`src/deskew_pkg.sv`:
```
package deskew_pkg;

   // ----------------------------------------
   // lane and frame layout
   // ----------------------------------------
   localparam int LANES         = 4;
   localparam int FRAME_LEN     = 10;
   localparam int HALF_LEN      = 5;
   localparam int ODD_PAR_POS   = 4;
   localparam int EVEN_PAR_POS  = 9;
   // deskew reach: relaxed budget 16.50 UI rounded up, covers the tight 6.70 UI case too;
   // taps 0..34 let a lane sit up to 17 UI either side of the reference
   localparam int MAX_SKEW_UI   = 17;
   localparam int DLY_DEPTH     = 2 * MAX_SKEW_UI + 1;
   localparam int DLY_W         = 6;
   localparam int LOCK_FRAMES   = 4;
   localparam int UNLOCK_FRAMES = 4;
   localparam int CNT_W         = 3;
   localparam int FRM_LOCK_HITS = 4;

   typedef struct packed {
      logic [LANES-1:0] data;
      logic             ref_bit;
   } lane_word_t;

   typedef enum logic [1:0] {
      ST_HUNT  = 2'b00,
      ST_CHECK = 2'b01,
      ST_SYNC  = 2'b11
   } frame_state_t;

endpackage : deskew_pkg

```
`src/lane_deskew_receiver.sv`:
```
`timescale 1ns/10ps

module lane_deskew_receiver
(
   input  wire logic                     clk,
   input  wire logic                     reset_n,
   input  wire logic [3:0]               rx_lane_data,
   input  wire logic                     rx_reference_lane,
   input  wire logic                     invert_enable,
   input  wire logic                     out_ready,
   output logic [3:0]                    out_data,
   output logic                          out_valid,
   output logic                          rx_misalign_alarm,
   output logic [3:0]                    lane_locked,
   output logic                          frame_error,
   output logic                          frame_tick
);
   import deskew_pkg::*;

   // ----------------------------------------
   // input synchronisers
   // ----------------------------------------
   lane_word_t sync1_reg;
   lane_word_t sync2_reg;

   always_ff @(posedge clk or negedge reset_n)
   begin
      if (!reset_n)
      begin
         sync1_reg <= '0;
         sync2_reg <= '0;
      end
      else
      begin
         sync1_reg <= {rx_lane_data, rx_reference_lane};
         sync2_reg <= sync1_reg;
      end
   end

   // ----------------------------------------
   // reference history and frame search
   // ----------------------------------------
   // history holds the last ten reference bits, bit 0 newest
   logic [FRAME_LEN-1:0] ref_hist_reg;
   logic [MAX_SKEW_UI-1:0] ref_dly_reg; // reference runs MAX_SKEW_UI behind lane tap 0
   logic [3:0]           phase_reg;
   logic [3:0]           phase_next;
   logic [CNT_W-1:0]     frm_cnt_reg;
   frame_state_t         fstate_reg;
   logic                 par_ok;
   logic                 frame_end;

   always_ff @(posedge clk or negedge reset_n)
   begin
      if (!reset_n)
         {ref_hist_reg, ref_dly_reg} <= '0;
      else
         {ref_hist_reg, ref_dly_reg} <= {ref_hist_reg[FRAME_LEN-2:0], ref_dly_reg, sync2_reg.ref_bit};
   end

   // newest bit is even parity, bit 5 is odd parity
   always_comb
   begin
      par_ok = (^ref_hist_reg[HALF_LEN-1:0]) == 1'b0 && (^ref_hist_reg[FRAME_LEN-1:HALF_LEN]) == 1'b1;
   end

   assign phase_next = (phase_reg == 4'(FRAME_LEN - 1)) ? 4'h0 : phase_reg + 4'h1;
   assign frame_end  = (phase_reg == 4'(EVEN_PAR_POS));

   // frame phase: 0..3 lane samples, 4 odd parity, 5..8 samples, 9 even parity
   always_ff @(posedge clk or negedge reset_n)
   begin
      if (!reset_n)
      begin
         fstate_reg  <= ST_HUNT;
         phase_reg   <= 4'h0;
         frm_cnt_reg <= '0;
      end
      else
      begin
         phase_reg <= phase_next;
         case (fstate_reg)
            ST_HUNT:
            begin
               // alternating parity marks a candidate boundary, so slip to it
               if (par_ok)
               begin
                  phase_reg   <= 4'h0;
                  frm_cnt_reg <= '0;
                  fstate_reg  <= ST_CHECK;
               end
            end
            ST_CHECK:
            begin
               if (frame_end)
               begin
                  if (!par_ok)
                     fstate_reg <= ST_HUNT;
                  else if (frm_cnt_reg == CNT_W'(FRM_LOCK_HITS - 1))
                  begin
                     fstate_reg  <= ST_SYNC;
                     frm_cnt_reg <= '0;
                  end
                  else
                     frm_cnt_reg <= frm_cnt_reg + 1'b1;
               end
            end
            ST_SYNC:
            begin
               if (frame_end)
               begin
                  if (par_ok)
                     frm_cnt_reg <= '0;
                  else if (frm_cnt_reg == CNT_W'(FRM_LOCK_HITS - 1))
                     fstate_reg <= ST_HUNT;
                  else
                     frm_cnt_reg <= frm_cnt_reg + 1'b1;
               end
            end
            default:
               fstate_reg <= ST_HUNT;
         endcase
      end
   end

   // ----------------------------------------
   // per-lane delay lines and skew search
   // ----------------------------------------
   // reference copies lane n at its sample slot; the reference itself is delayed by
   // MAX_SKEW_UI so late lanes can still be matched, and each lane adds its own delay
   logic [DLY_DEPTH-1:0] lane_hist_reg [LANES];
   logic [DLY_W-1:0]     lane_dly_reg  [LANES];
   logic [CNT_W-1:0]     good_cnt_reg  [LANES];
   logic [CNT_W-1:0]     bad_cnt_reg   [LANES];
   logic [LANES-1:0]     lane_bit;
   logic [LANES-1:0]     lane_miss_reg;
   logic [LANES-1:0]     lane_miss_frame;
   logic [LANES-1:0]     hit_now;
   logic [LANES-1:0]     lock_reg;
   logic                 in_sync;
   logic                 odd_half;

   assign in_sync  = (fstate_reg == ST_SYNC);
   assign odd_half = (phase_reg < 4'(HALF_LEN));

   generate
      for (genvar g = 0; g < LANES; g++)
      begin : gen_lane
         // sample slot of lane g within each half of the frame
         localparam logic [3:0] SLOT = 4'(LANES - 1 - g);
         logic slot_hit;
         logic cmp_bit;

         assign slot_hit   = in_sync && (phase_reg == SLOT || phase_reg == SLOT + 4'(HALF_LEN));
         // newer delay taps mean less compensation; tap MAX_SKEW_UI aligns a lane with no skew
         assign lane_bit[g] = lane_hist_reg[g][lane_dly_reg[g]];
         assign cmp_bit     = ref_hist_reg[0];
         assign hit_now[g]  = slot_hit && (lane_bit[g] == cmp_bit);

         always_ff @(posedge clk or negedge reset_n)
         begin
            if (!reset_n)
               lane_hist_reg[g] <= '0;
            else
               lane_hist_reg[g] <= {lane_hist_reg[g][DLY_DEPTH-2:0], sync2_reg.data[g]};
         end

         always_ff @(posedge clk or negedge reset_n)
         begin
            if (!reset_n)
            begin
               lane_dly_reg[g]  <= '0;
               good_cnt_reg[g]  <= '0;
               bad_cnt_reg[g]   <= '0;
               lock_reg[g]      <= 1'b0;
               lane_miss_reg[g] <= 1'b0;
            end
            else
            begin
               if (slot_hit && !hit_now[g])
                  lane_miss_reg[g] <= 1'b1;
               if (frame_end)
               begin
                  lane_miss_reg[g] <= 1'b0;
                  if (!lane_miss_frame[g])
                  begin
                     bad_cnt_reg[g] <= '0;
                     if (good_cnt_reg[g] == CNT_W'(LOCK_FRAMES - 1))
                        lock_reg[g] <= 1'b1;
                     else
                        good_cnt_reg[g] <= good_cnt_reg[g] + 1'b1;
                  end
                  else
                  begin
                     good_cnt_reg[g] <= '0;
                     if (!lock_reg[g] || bad_cnt_reg[g] == CNT_W'(UNLOCK_FRAMES - 1))
                     begin
                        // tracking runs only in ST_SYNC: there an unlocked lane steps its delay after each frame with a miss
                        lock_reg[g]    <= 1'b0;
                        bad_cnt_reg[g] <= '0;
                        lane_dly_reg[g] <= (lane_dly_reg[g] == DLY_W'(2 * MAX_SKEW_UI))
                                           ? '0 : lane_dly_reg[g] + 1'b1;
                     end
                     else
                        bad_cnt_reg[g] <= bad_cnt_reg[g] + 1'b1;
                  end
               end
               if (!in_sync)
               begin
                  lock_reg[g]     <= 1'b0;
                  good_cnt_reg[g] <= '0;
               end
            end
         end
      end
   endgenerate

   assign lane_miss_frame = lane_miss_reg; // frame end is a parity slot, so the register covers all slots

   // ----------------------------------------
   // alarm and error report
   // ----------------------------------------
   always_ff @(posedge clk or negedge reset_n)
   begin
      if (!reset_n)
      begin
         rx_misalign_alarm <= 1'b1;
         lane_locked       <= '0;
         frame_error       <= 1'b0;
         frame_tick        <= 1'b0;
      end
      else
      begin
         rx_misalign_alarm <= !(&lock_reg);
         lane_locked       <= lock_reg;
         frame_tick        <= frame_end && in_sync;
         frame_error       <= frame_end && in_sync && (|lane_miss_frame || !par_ok);
      end
   end

   // ----------------------------------------
   // output word and two-entry buffer
   // ----------------------------------------
   // the output word is taken at every phase, parity slots included; one nibble per UI
   logic [3:0]       word_in;
   logic             push;
   logic [3:0]       buf_reg [2];
   logic [1:0]       count_reg;
   logic             rd_ptr_reg;
   logic             wr_ptr_reg;

   // a word stalled by the receiver stays in the buffer; overflow drops the newest word
   assign word_in = lane_bit ^ ((invert_enable && odd_half) ? 4'hF : 4'h0);
   assign push    = (&lock_reg) && (count_reg != 2'h2 || out_ready);
   assign out_valid = (count_reg != 2'h0);
   assign out_data  = buf_reg[rd_ptr_reg];

   always_ff @(posedge clk or negedge reset_n)
   begin
      if (!reset_n)
      begin
         buf_reg[0] <= 4'h0;
         buf_reg[1] <= 4'h0;
         count_reg  <= 2'h0;
         rd_ptr_reg <= 1'b0;
         wr_ptr_reg <= 1'b0;
      end
      else
      begin
         if (push)
         begin
            buf_reg[wr_ptr_reg] <= word_in;
            wr_ptr_reg          <= ~wr_ptr_reg;
         end
         if (out_valid && out_ready)
            rd_ptr_reg <= ~rd_ptr_reg;
         count_reg <= count_reg + 2'(push) - 2'(out_valid && out_ready);
      end
   end

endmodule : lane_deskew_receiver

```
`config.mk`:
```
export PLATFORM = sky130hd
export DESIGN_NAME = lane_deskew_receiver
export DESIGN_NICKNAME = d
export VERILOG_FILES = /design/src/deskew_pkg.sv /design/src/lane_deskew_receiver.sv
export SDC_FILE = /design/constraint.sdc
export NUM_CORES = 1
export LEC_CHECK = 0
export BUFFER_PORTS_ARGS = -buffer_cell sky130_fd_sc_hd__buf_2
export CORE_MARGIN = 2
export CORE_UTILIZATION = 55
export CTS_BUF_LIST = sky130_fd_sc_hd__clkbuf_4 sky130_fd_sc_hd__clkbuf_8
export CTS_CLUSTER_SIZE = 16
export DETAILED_ROUTE_END_ITERATION = 8
export GPL_TIMING_DRIVEN = 1
export PLACE_DENSITY = 0.79
export SKIP_LAST_GASP = 1
export SYNTH_ARGS = -nofsm -noshare
export SYNTH_HDL_FRONTEND = slang
export SYNTH_SLANG_ARGS = --single-unit
```
`constraint.sdc`:
```
create_clock -name clk -period 2.92 [get_ports clk]
set_clock_uncertainty 0.15 [all_clocks]
set_input_delay 0.73 -clock clk [delete_from_list [all_inputs] [get_ports clk]]
set_output_delay 0.73 -clock clk [all_outputs]
set_load 0.005 [all_outputs]
```
**Yosys cells after proc, flatten, opt, wreduce, memory -nomap -nowiden**

Cells that the tools add are included.

- Flip-flop bits (word level): 261
- Bits in latches: 0
- RAM bits: 0
- Memory bits (read-only): 0
- Bits of input ports: 9
- Output and inout port bits: 12
- Memories: 0

- Add/sub/neg operators: 16
- Multipliers: 0
- Div/mod/pow operators: 0
- Order comparisons: 8
- Equal/unequal tests: 48
- Shifts and indexed selects: 0
- Muxes and demuxes: 90
- Bitwise gates (word level): 6
- Reduce and logical (&&, ||, !) cells: 65

Operator list:

| kind | count |
|---|---|
| 2-to-1 mux 3 bit | 31 |
| 2-to-1 mux 1 bit | 32 |
| 2-to-1 mux 4 bit | 8 |
| less-than comparator 6 x 7 -> 1 bit (second input constant) | 4 |
| adder 3 x 1 -> 3 bit (second input constant) | 9 |
| == test 3 x 2 -> 1 bit (second input constant) | 9 |
| adder 6 x 1 -> 6 bit (second input constant) | 4 |
| binary-select mux 1 bit (select 6 bit) | 4 |
| == test 6 bit (second input constant) | 4 |
| 2-to-1 mux 6 bit | 4 |
| inequality test 3 x 2 -> 1 bit (second input constant) | 8 |
| AND reduction 3 bit | 8 |
| logical AND 1 bit | 19 |
| inequality test 3 bit (second input constant) | 6 |
| 2-to-1 mux 2 bit | 7 |
| == test 4 x 3 -> 1 bit (second input constant) | 3 |
| inequality test 2 bit (second input constant) | 6 |
| AND reduction 6 bit | 2 |
| logical NOT 1 bit | 10 |
| logical OR 1 bit | 10 |
| nonzero test 2 bit | 5 |
| XOR reduction 5 bit | 2 |
| one-hot mux 3 bit (3 select lines) | 1 |
| bitwise mux 8 bit | 1 |
| other kinds (24) | 36 |

**Longest topological paths before layout**

- Word-level depth: 8
- Mapped depth: 9
- Depth with buffers taken out: 8

**Least setup slack after synthesis**

OpenSTA, ideal clock, no wires.

- Kind: reg2reg
- From: register ref_hist_reg[0]
- To: register frm_cnt_reg[1]
- Setup time: 0.125 ns
- Arrival: 2.017 ns
- Required time: 2.645 ns
- Slack: 0.629 ns
- Cell stages (with the launch flop): 7
- Buffers on the path: 1
- Period minus slack after synthesis: 2.291 ns
- Path through: dfrtp_1 > buf_2 > xnor3_1 > xnor2_1 > nor4_1 > o21bai_1 > mux2_2

- Longest elaborated chain between the ends: 6
- Elaborated cells between the ends (all ways): 10
- Those cells by class: 3 x eq/ne; 3 x mux; 1 x bitwise; 3 x reduce/logical

Ends and longest elaborated chain:

| element | RTL line | source |
|---|---|---|
| start: declaration | lane_deskew_receiver.sv:44 | `logic [FRAME_LEN-1:0] ref_hist_reg;` |
| start signal: assignment | lane_deskew_receiver.sv:58 | `{ref_hist_reg, ref_dly_reg} <= {ref_hist_reg[FRAME_LEN-2:0], ref_dly_reg, sync2_reg.ref_bit};` |
| XOR reduction 5 bit * | lane_deskew_receiver.sv:64 | `par_ok = (^ref_hist_reg[HALF_LEN-1:0]) == 1'b0 && (^ref_hist_reg[FRAME_LEN-1:HALF_LEN]) == 1'b1;` |
| inverter 1 bit * | lane_deskew_receiver.sv:64 |  |
| logical AND 1 bit * | lane_deskew_receiver.sv:64 |  |
| 2-to-1 mux 3 bit | lane_deskew_receiver.sv:112 | `if (par_ok)` |
| 2-to-1 mux 3 bit | lane_deskew_receiver.sv:110 | `if (frame_end)` |
| one-hot mux 3 bit (3 select lines) | lane_deskew_receiver.sv:82 | `case (fstate_reg)` |
| end signal: assignment | lane_deskew_receiver.sv:105 | `frm_cnt_reg <= frm_cnt_reg + 1'b1;` |
| end signal: assignment | lane_deskew_receiver.sv:117 | `frm_cnt_reg <= frm_cnt_reg + 1'b1;` |
| end: declaration | lane_deskew_receiver.sv:48 | `logic [CNT_W-1:0] frm_cnt_reg;` |

Mark *: on every way between the ends. The rest lies on a longest branch, timed or not. The select of a mux whose other input is x is not followed.
A chain may end at the register's enable or synchronous reset.

**Worst setup path in the final report**

- From: register lane_dly_reg[12] (netlist bit)
- To: register buf_reg[5] (netlist bit)

- Longest elaborated chain between the ends: 4

Ends and longest elaborated chain:

| element | RTL line | source |
|---|---|---|
| start: declaration | lane_deskew_receiver.sv:132 | `logic [DLY_W-1:0] lane_dly_reg [LANES];` |
| start signal: indexed assignment | lane_deskew_receiver.sv:201 | `lane_dly_reg[g] <= (lane_dly_reg[g] == DLY_W'(2 * MAX_SKEW_UI))` |
| binary-select mux 1 bit (select 6 bit) | lane_deskew_receiver.sv:156 | `assign lane_bit[g] = lane_hist_reg[g][lane_dly_reg[g]];` |
| 2-to-1 mux 1 bit (implied by the code) | lane_deskew_receiver.sv:156 |  |
| bitwise XOR 4 bit | lane_deskew_receiver.sv:253 | `assign word_in = lane_bit ^ ((invert_enable && odd_half) ? 4'hF : 4'h0);` |
| bitwise mux 8 bit | lane_deskew_receiver.sv:272 | `buf_reg[wr_ptr_reg] <= word_in;` |
| end signal: indexed assignment | lane_deskew_receiver.sv:272 |  |
| end: declaration | lane_deskew_receiver.sv:247 | `logic [3:0] buf_reg [2];` |

Every way passes these cells. The select of a mux whose other input is x is not followed.

==> out/qor.txt <==
Worst-path maximum fanout -> 13
Iteration count of the initial detailed-routing pass -> 4
Count of yosys warnings during synthesis -> 0
Worst reg-to-reg path cell count -> 6
Per-cell via count in the routed design -> 5.52
Slew Viols, Final -> 0
Number of flops mapped to enable cells by yosys -> 0
Number of antenna violations at the first check in global routing -> 0
Result of the run -> completed
Number of antenna diodes -> 0
Startpoint of the worst register-to-register path -> lane_dly_reg[12]
Achievable Freq -> 388 MHz
Fin crit share -> 88.3%
Arrival @ worst endpoint -> 2840 ps
Delay of the slowest cell on the worst path -> 660 ps
Total count of hold-check failures in the final report -> 0
Worst path slowest cell -> sky130_fd_sc_hd__dfrtp_1
Min-Delay Path Depth -> 1
Number of storage elements in the synthesis netlist -> 261
GP Congestion -> 0.819
Worst Setup End Kind -> flip-flop
Post-Synthesis Cell Area -> 10200 um2
Count of mapped cells out of synthesis -> 777
GRT Resource Usage Total -> 18.8%
Count of final setup violators -> 0
Critical-path cell list -> mux4_2 > a221o_1 > a21oi_1 > o41ai_2 > xnor2_1 > mux2_2
Count of pins on the block boundary -> 21
Start point of the worst min-delay path -> rx_reference_lane
Max Buffers Root-to-Sink -> 3
PnR Total Power -> 8.05 mW
Number of clock buffers inserted by TritonCTS -> 42
Sum of overflow across all layers after global routing -> 0
Avg Cell Area, Syn -> 13.1 um2
Share of final-layout standard cells stronger than drive strength 1 -> 19.0%
Pin count of the biggest net entering global routing -> 85
RR Endpoint -> buf_reg[5]
Clock Tree Root -> sky130_fd_sc_hd__clkbuf_8
Number of flip-flops under the largest register name -> 140
Die boundary height -> 140 um
CTS tree -> built
Terminating pin of the worst hold path -> sync1_reg[0]
Overall via count from detail_route -> 5961
Sequential share of the synthesized area -> 64.0%
Area Overhead vs Synth -> 13.0%
DRC viols -> 0
Die X -> 140 um
Net count reported at finish -> 857
CTS sink cnt -> 261
Hold crit path type -> in2reg
Setup slack, reg-to-reg -> 340 ps
Shortest clock period the worst path allows after layout -> 2580 ps
Max-capacitance violation count -> 0
Half-perimeter wire length after placement -> 11300 um
CP Data Required Time -> 3180 ps
Number of global-route vias before repair -> 6145
Worst-margin pin slew -> 496 ps
Starting DRC count in detailed routing -> 407
Post-CTS resize count -> 0
Net count after synthesis -> 815
Power density over the cells -> 698 nW/um2
RSZ-0062 raised after global routing -> no
Area enclosed by the die boundary -> 19700 um2
Leakage component of the power -> 5.02 nW
Predominant post-synthesis flop cell -> sky130_fd_sc_hd__dfrtp_1
PortBufs -> 20
Final Util -> 63.8%
Cells taking the most area after synthesis -> sky130_fd_sc_hd__dfrtp_1 64%, sky130_fd_sc_hd__mux4_2 4.4%, sky130_fd_sc_hd__ha_1 3.6%, sky130_fd_sc_hd__mux2i_1 3.0%, sky130_fd_sc_hd__nand2_1 1.8%
CTS H-Tree Depth -> 2
Cell taking the most area after synthesis -> sky130_fd_sc_hd__dfrtp_1
Initial Utilization -> 56.4%
Core Rows -> 49
Routed wire per std cell -> 16.1 um
Async SR Flop Fraction -> 100%
Category of the worst setup path launch point -> flip-flop
Max-Slew Margin vs Limit -> 66.5%
Post-detailed-routing wire length -> 17400 um
Final setup TNS -> 0 ps
Number of different library cells in the post-synthesis netlist -> 60
Peak ir drop on the vdd network -> 0.000515 V
Clock-pin transition on the worst setup and hold timing paths -> 60 ps
Area share of the leading cell type in the synthesized netlist -> 63.8%
Routed Antenna Nets -> 0
Total core area -> 18100 um2
Clock latency on the worst-skew pair -> 540 ps
Category of the critical setup timing path -> reg2reg
Global-route wire length before repair -> 30300 um
-- what timing repair did --
| action | CTS | global route |
|---|---|---|
| hold buffers | 1 | 0 |
| hold endpoints to repair | 36 | 0 |
| setup buffers | 0 | 0 |
| setup endpoints to repair | 0 | 0 |
-- layout make-up --
cell class / count / area [um2]
clock buffers: 70 / 863
clock inverters: 6 / 63.8
fillers: 1326 / 6560
inverters: 30 / 113
multi-input cells: 440 / 3350
flip-flops and latches: 261 / 6530
well taps: 229 / 287
repair buffers: 44 / 318
-- worst max-delay path, delay by kind of cell (launching register included) --
kind	cells	cell delay, ps
multiplexers	2	850
flip-flops	1	660
XOR/XNOR	1	160
AO/OA/AOI/OAI	3	650
-- metal layers --
layer | wire, um | part of all wire, % | up-vias | track usage (%)
met2 | 7900 | 45 | 102 | 27.7
met3 | 681 | 3.9 | 23 | 4.14
met4 | 272 | 1.6 | 0 | 6.22
li1 | - | - | 2819 | -
met5 | 0 | 0 | - | 0
met1 | 8510 | 49 | 3017 | 28.2
-- cells in the final DEF, fill, tap and decap left out, drive strengths merged, types with 6 or more instances in the layout --
master | Yosys | routed
dfrtp | 260 | 260
clkbuf | 29 | 70
nor2 | 50 | 50
nand2 | 50 | 50
buf | 17 | 43
o21ai | 39 | 39
a21oi | 35 | 35
mux2i | 31 | 31
inv | 30 | 31
ha | 29 | 29
mux4 | 22 | 22
nand3 | 19 | 19
nor3 | 18 | 18
xnor2 | 17 | 17
mux2 | 15 | 15
nand4 | 11 | 11
nor2b | 9 | 9
nand2b | 9 | 9
xor2 | 8 | 8
and3 | 7 | 7
a22oi | 6 | 6
o22ai | 6 | 6
nand4b | 6 | 6
-- power by group --
part	total, mW	internal, mW	leakage [nW]	switching [mW]
clock	3.31	1.96	0.489	1.35
sequential	4.02	3.82	3.19	0.201
combinational	0.726	0.332	1.35	0.394
-- Yosys cell counts (3+ instances only) --
master                       n
sky130_fd_sc_hd__and2_1      3
sky130_fd_sc_hd__mux2i_1    31
sky130_fd_sc_hd__nand4b_1    6
sky130_fd_sc_hd__a22oi_1     6
sky130_fd_sc_hd__o22ai_1     6
sky130_fd_sc_hd__buf_2       8
sky130_fd_sc_hd__ha_1       29
sky130_fd_sc_hd__nor4b_1     4
sky130_fd_sc_hd__o21ai_0    37
sky130_fd_sc_hd__nand2_1    50
sky130_fd_sc_hd__and3_1      7
sky130_fd_sc_hd__dfrtp_1   260
sky130_fd_sc_hd__nand3_1    19
sky130_fd_sc_hd__nor4_1      5
sky130_fd_sc_hd__a21oi_1    35
sky130_fd_sc_hd__mux4_2     20
sky130_fd_sc_hd__inv_1      30
sky130_fd_sc_hd__buf_4       3
sky130_fd_sc_hd__buf_1       3
sky130_fd_sc_hd__nor2b_1     9
sky130_fd_sc_hd__clkbuf_1   29
sky130_fd_sc_hd__mux2_2     15
sky130_fd_sc_hd__nand3b_1    3
sky130_fd_sc_hd__xnor2_1    17
sky130_fd_sc_hd__nand4_1    11
sky130_fd_sc_hd__buf_6       3
sky130_fd_sc_hd__xor2_1      8
sky130_fd_sc_hd__nand2b_1    9
sky130_fd_sc_hd__a31oi_1     5
sky130_fd_sc_hd__nor3_1     18
sky130_fd_sc_hd__nor2_1     50
-- per-stage QoR --
stage / cell area, um2 / std cells / setup WS (ps) / hold WS (ps)
final: 11500 / 1080 / 342 / 142
after global placement: 10600 / 1003 / 416 / 182
after global routing: 11500 / 1080 / 193 / 110
after detailed placement: 10600 / 1003 / 325 / 185
after CTS: 11500 / 1080 / 298 / 107
after floorplan: 10200 / 777 / 629 / 181
-- worst max path at each step --
stage / start / endpoint / cells after the start
finish: lane_dly_reg[12] / buf_reg[5] / 6
global route: lane_dly_reg[12] / buf_reg[5] / 6
CTS: lane_dly_reg[12] / buf_reg[5] / 6
detailed placement: lane_dly_reg[12] / buf_reg[5] / 6
global placement: lane_dly_reg[12] / lane_miss_frame[1] / 6
floorplan: ref_hist_reg[0] / frm_cnt_reg[1] / 6
-- cell families after synthesis --
family | count (synthesis) | share of synthesized area (%)
adders and majority gates | 29 | 3.56
and+or+nand+nor | 202 | 9.96
muxes | 68 | 9.63
AOI/OAI and AO/OA | 114 | 7.00
DFF | 261 | 64.0
xor gates and xnor gates | 27 | 2.59
buffers and inverters | 76 | 3.23
No activity file was read; power rests on OpenSTA's default activity.
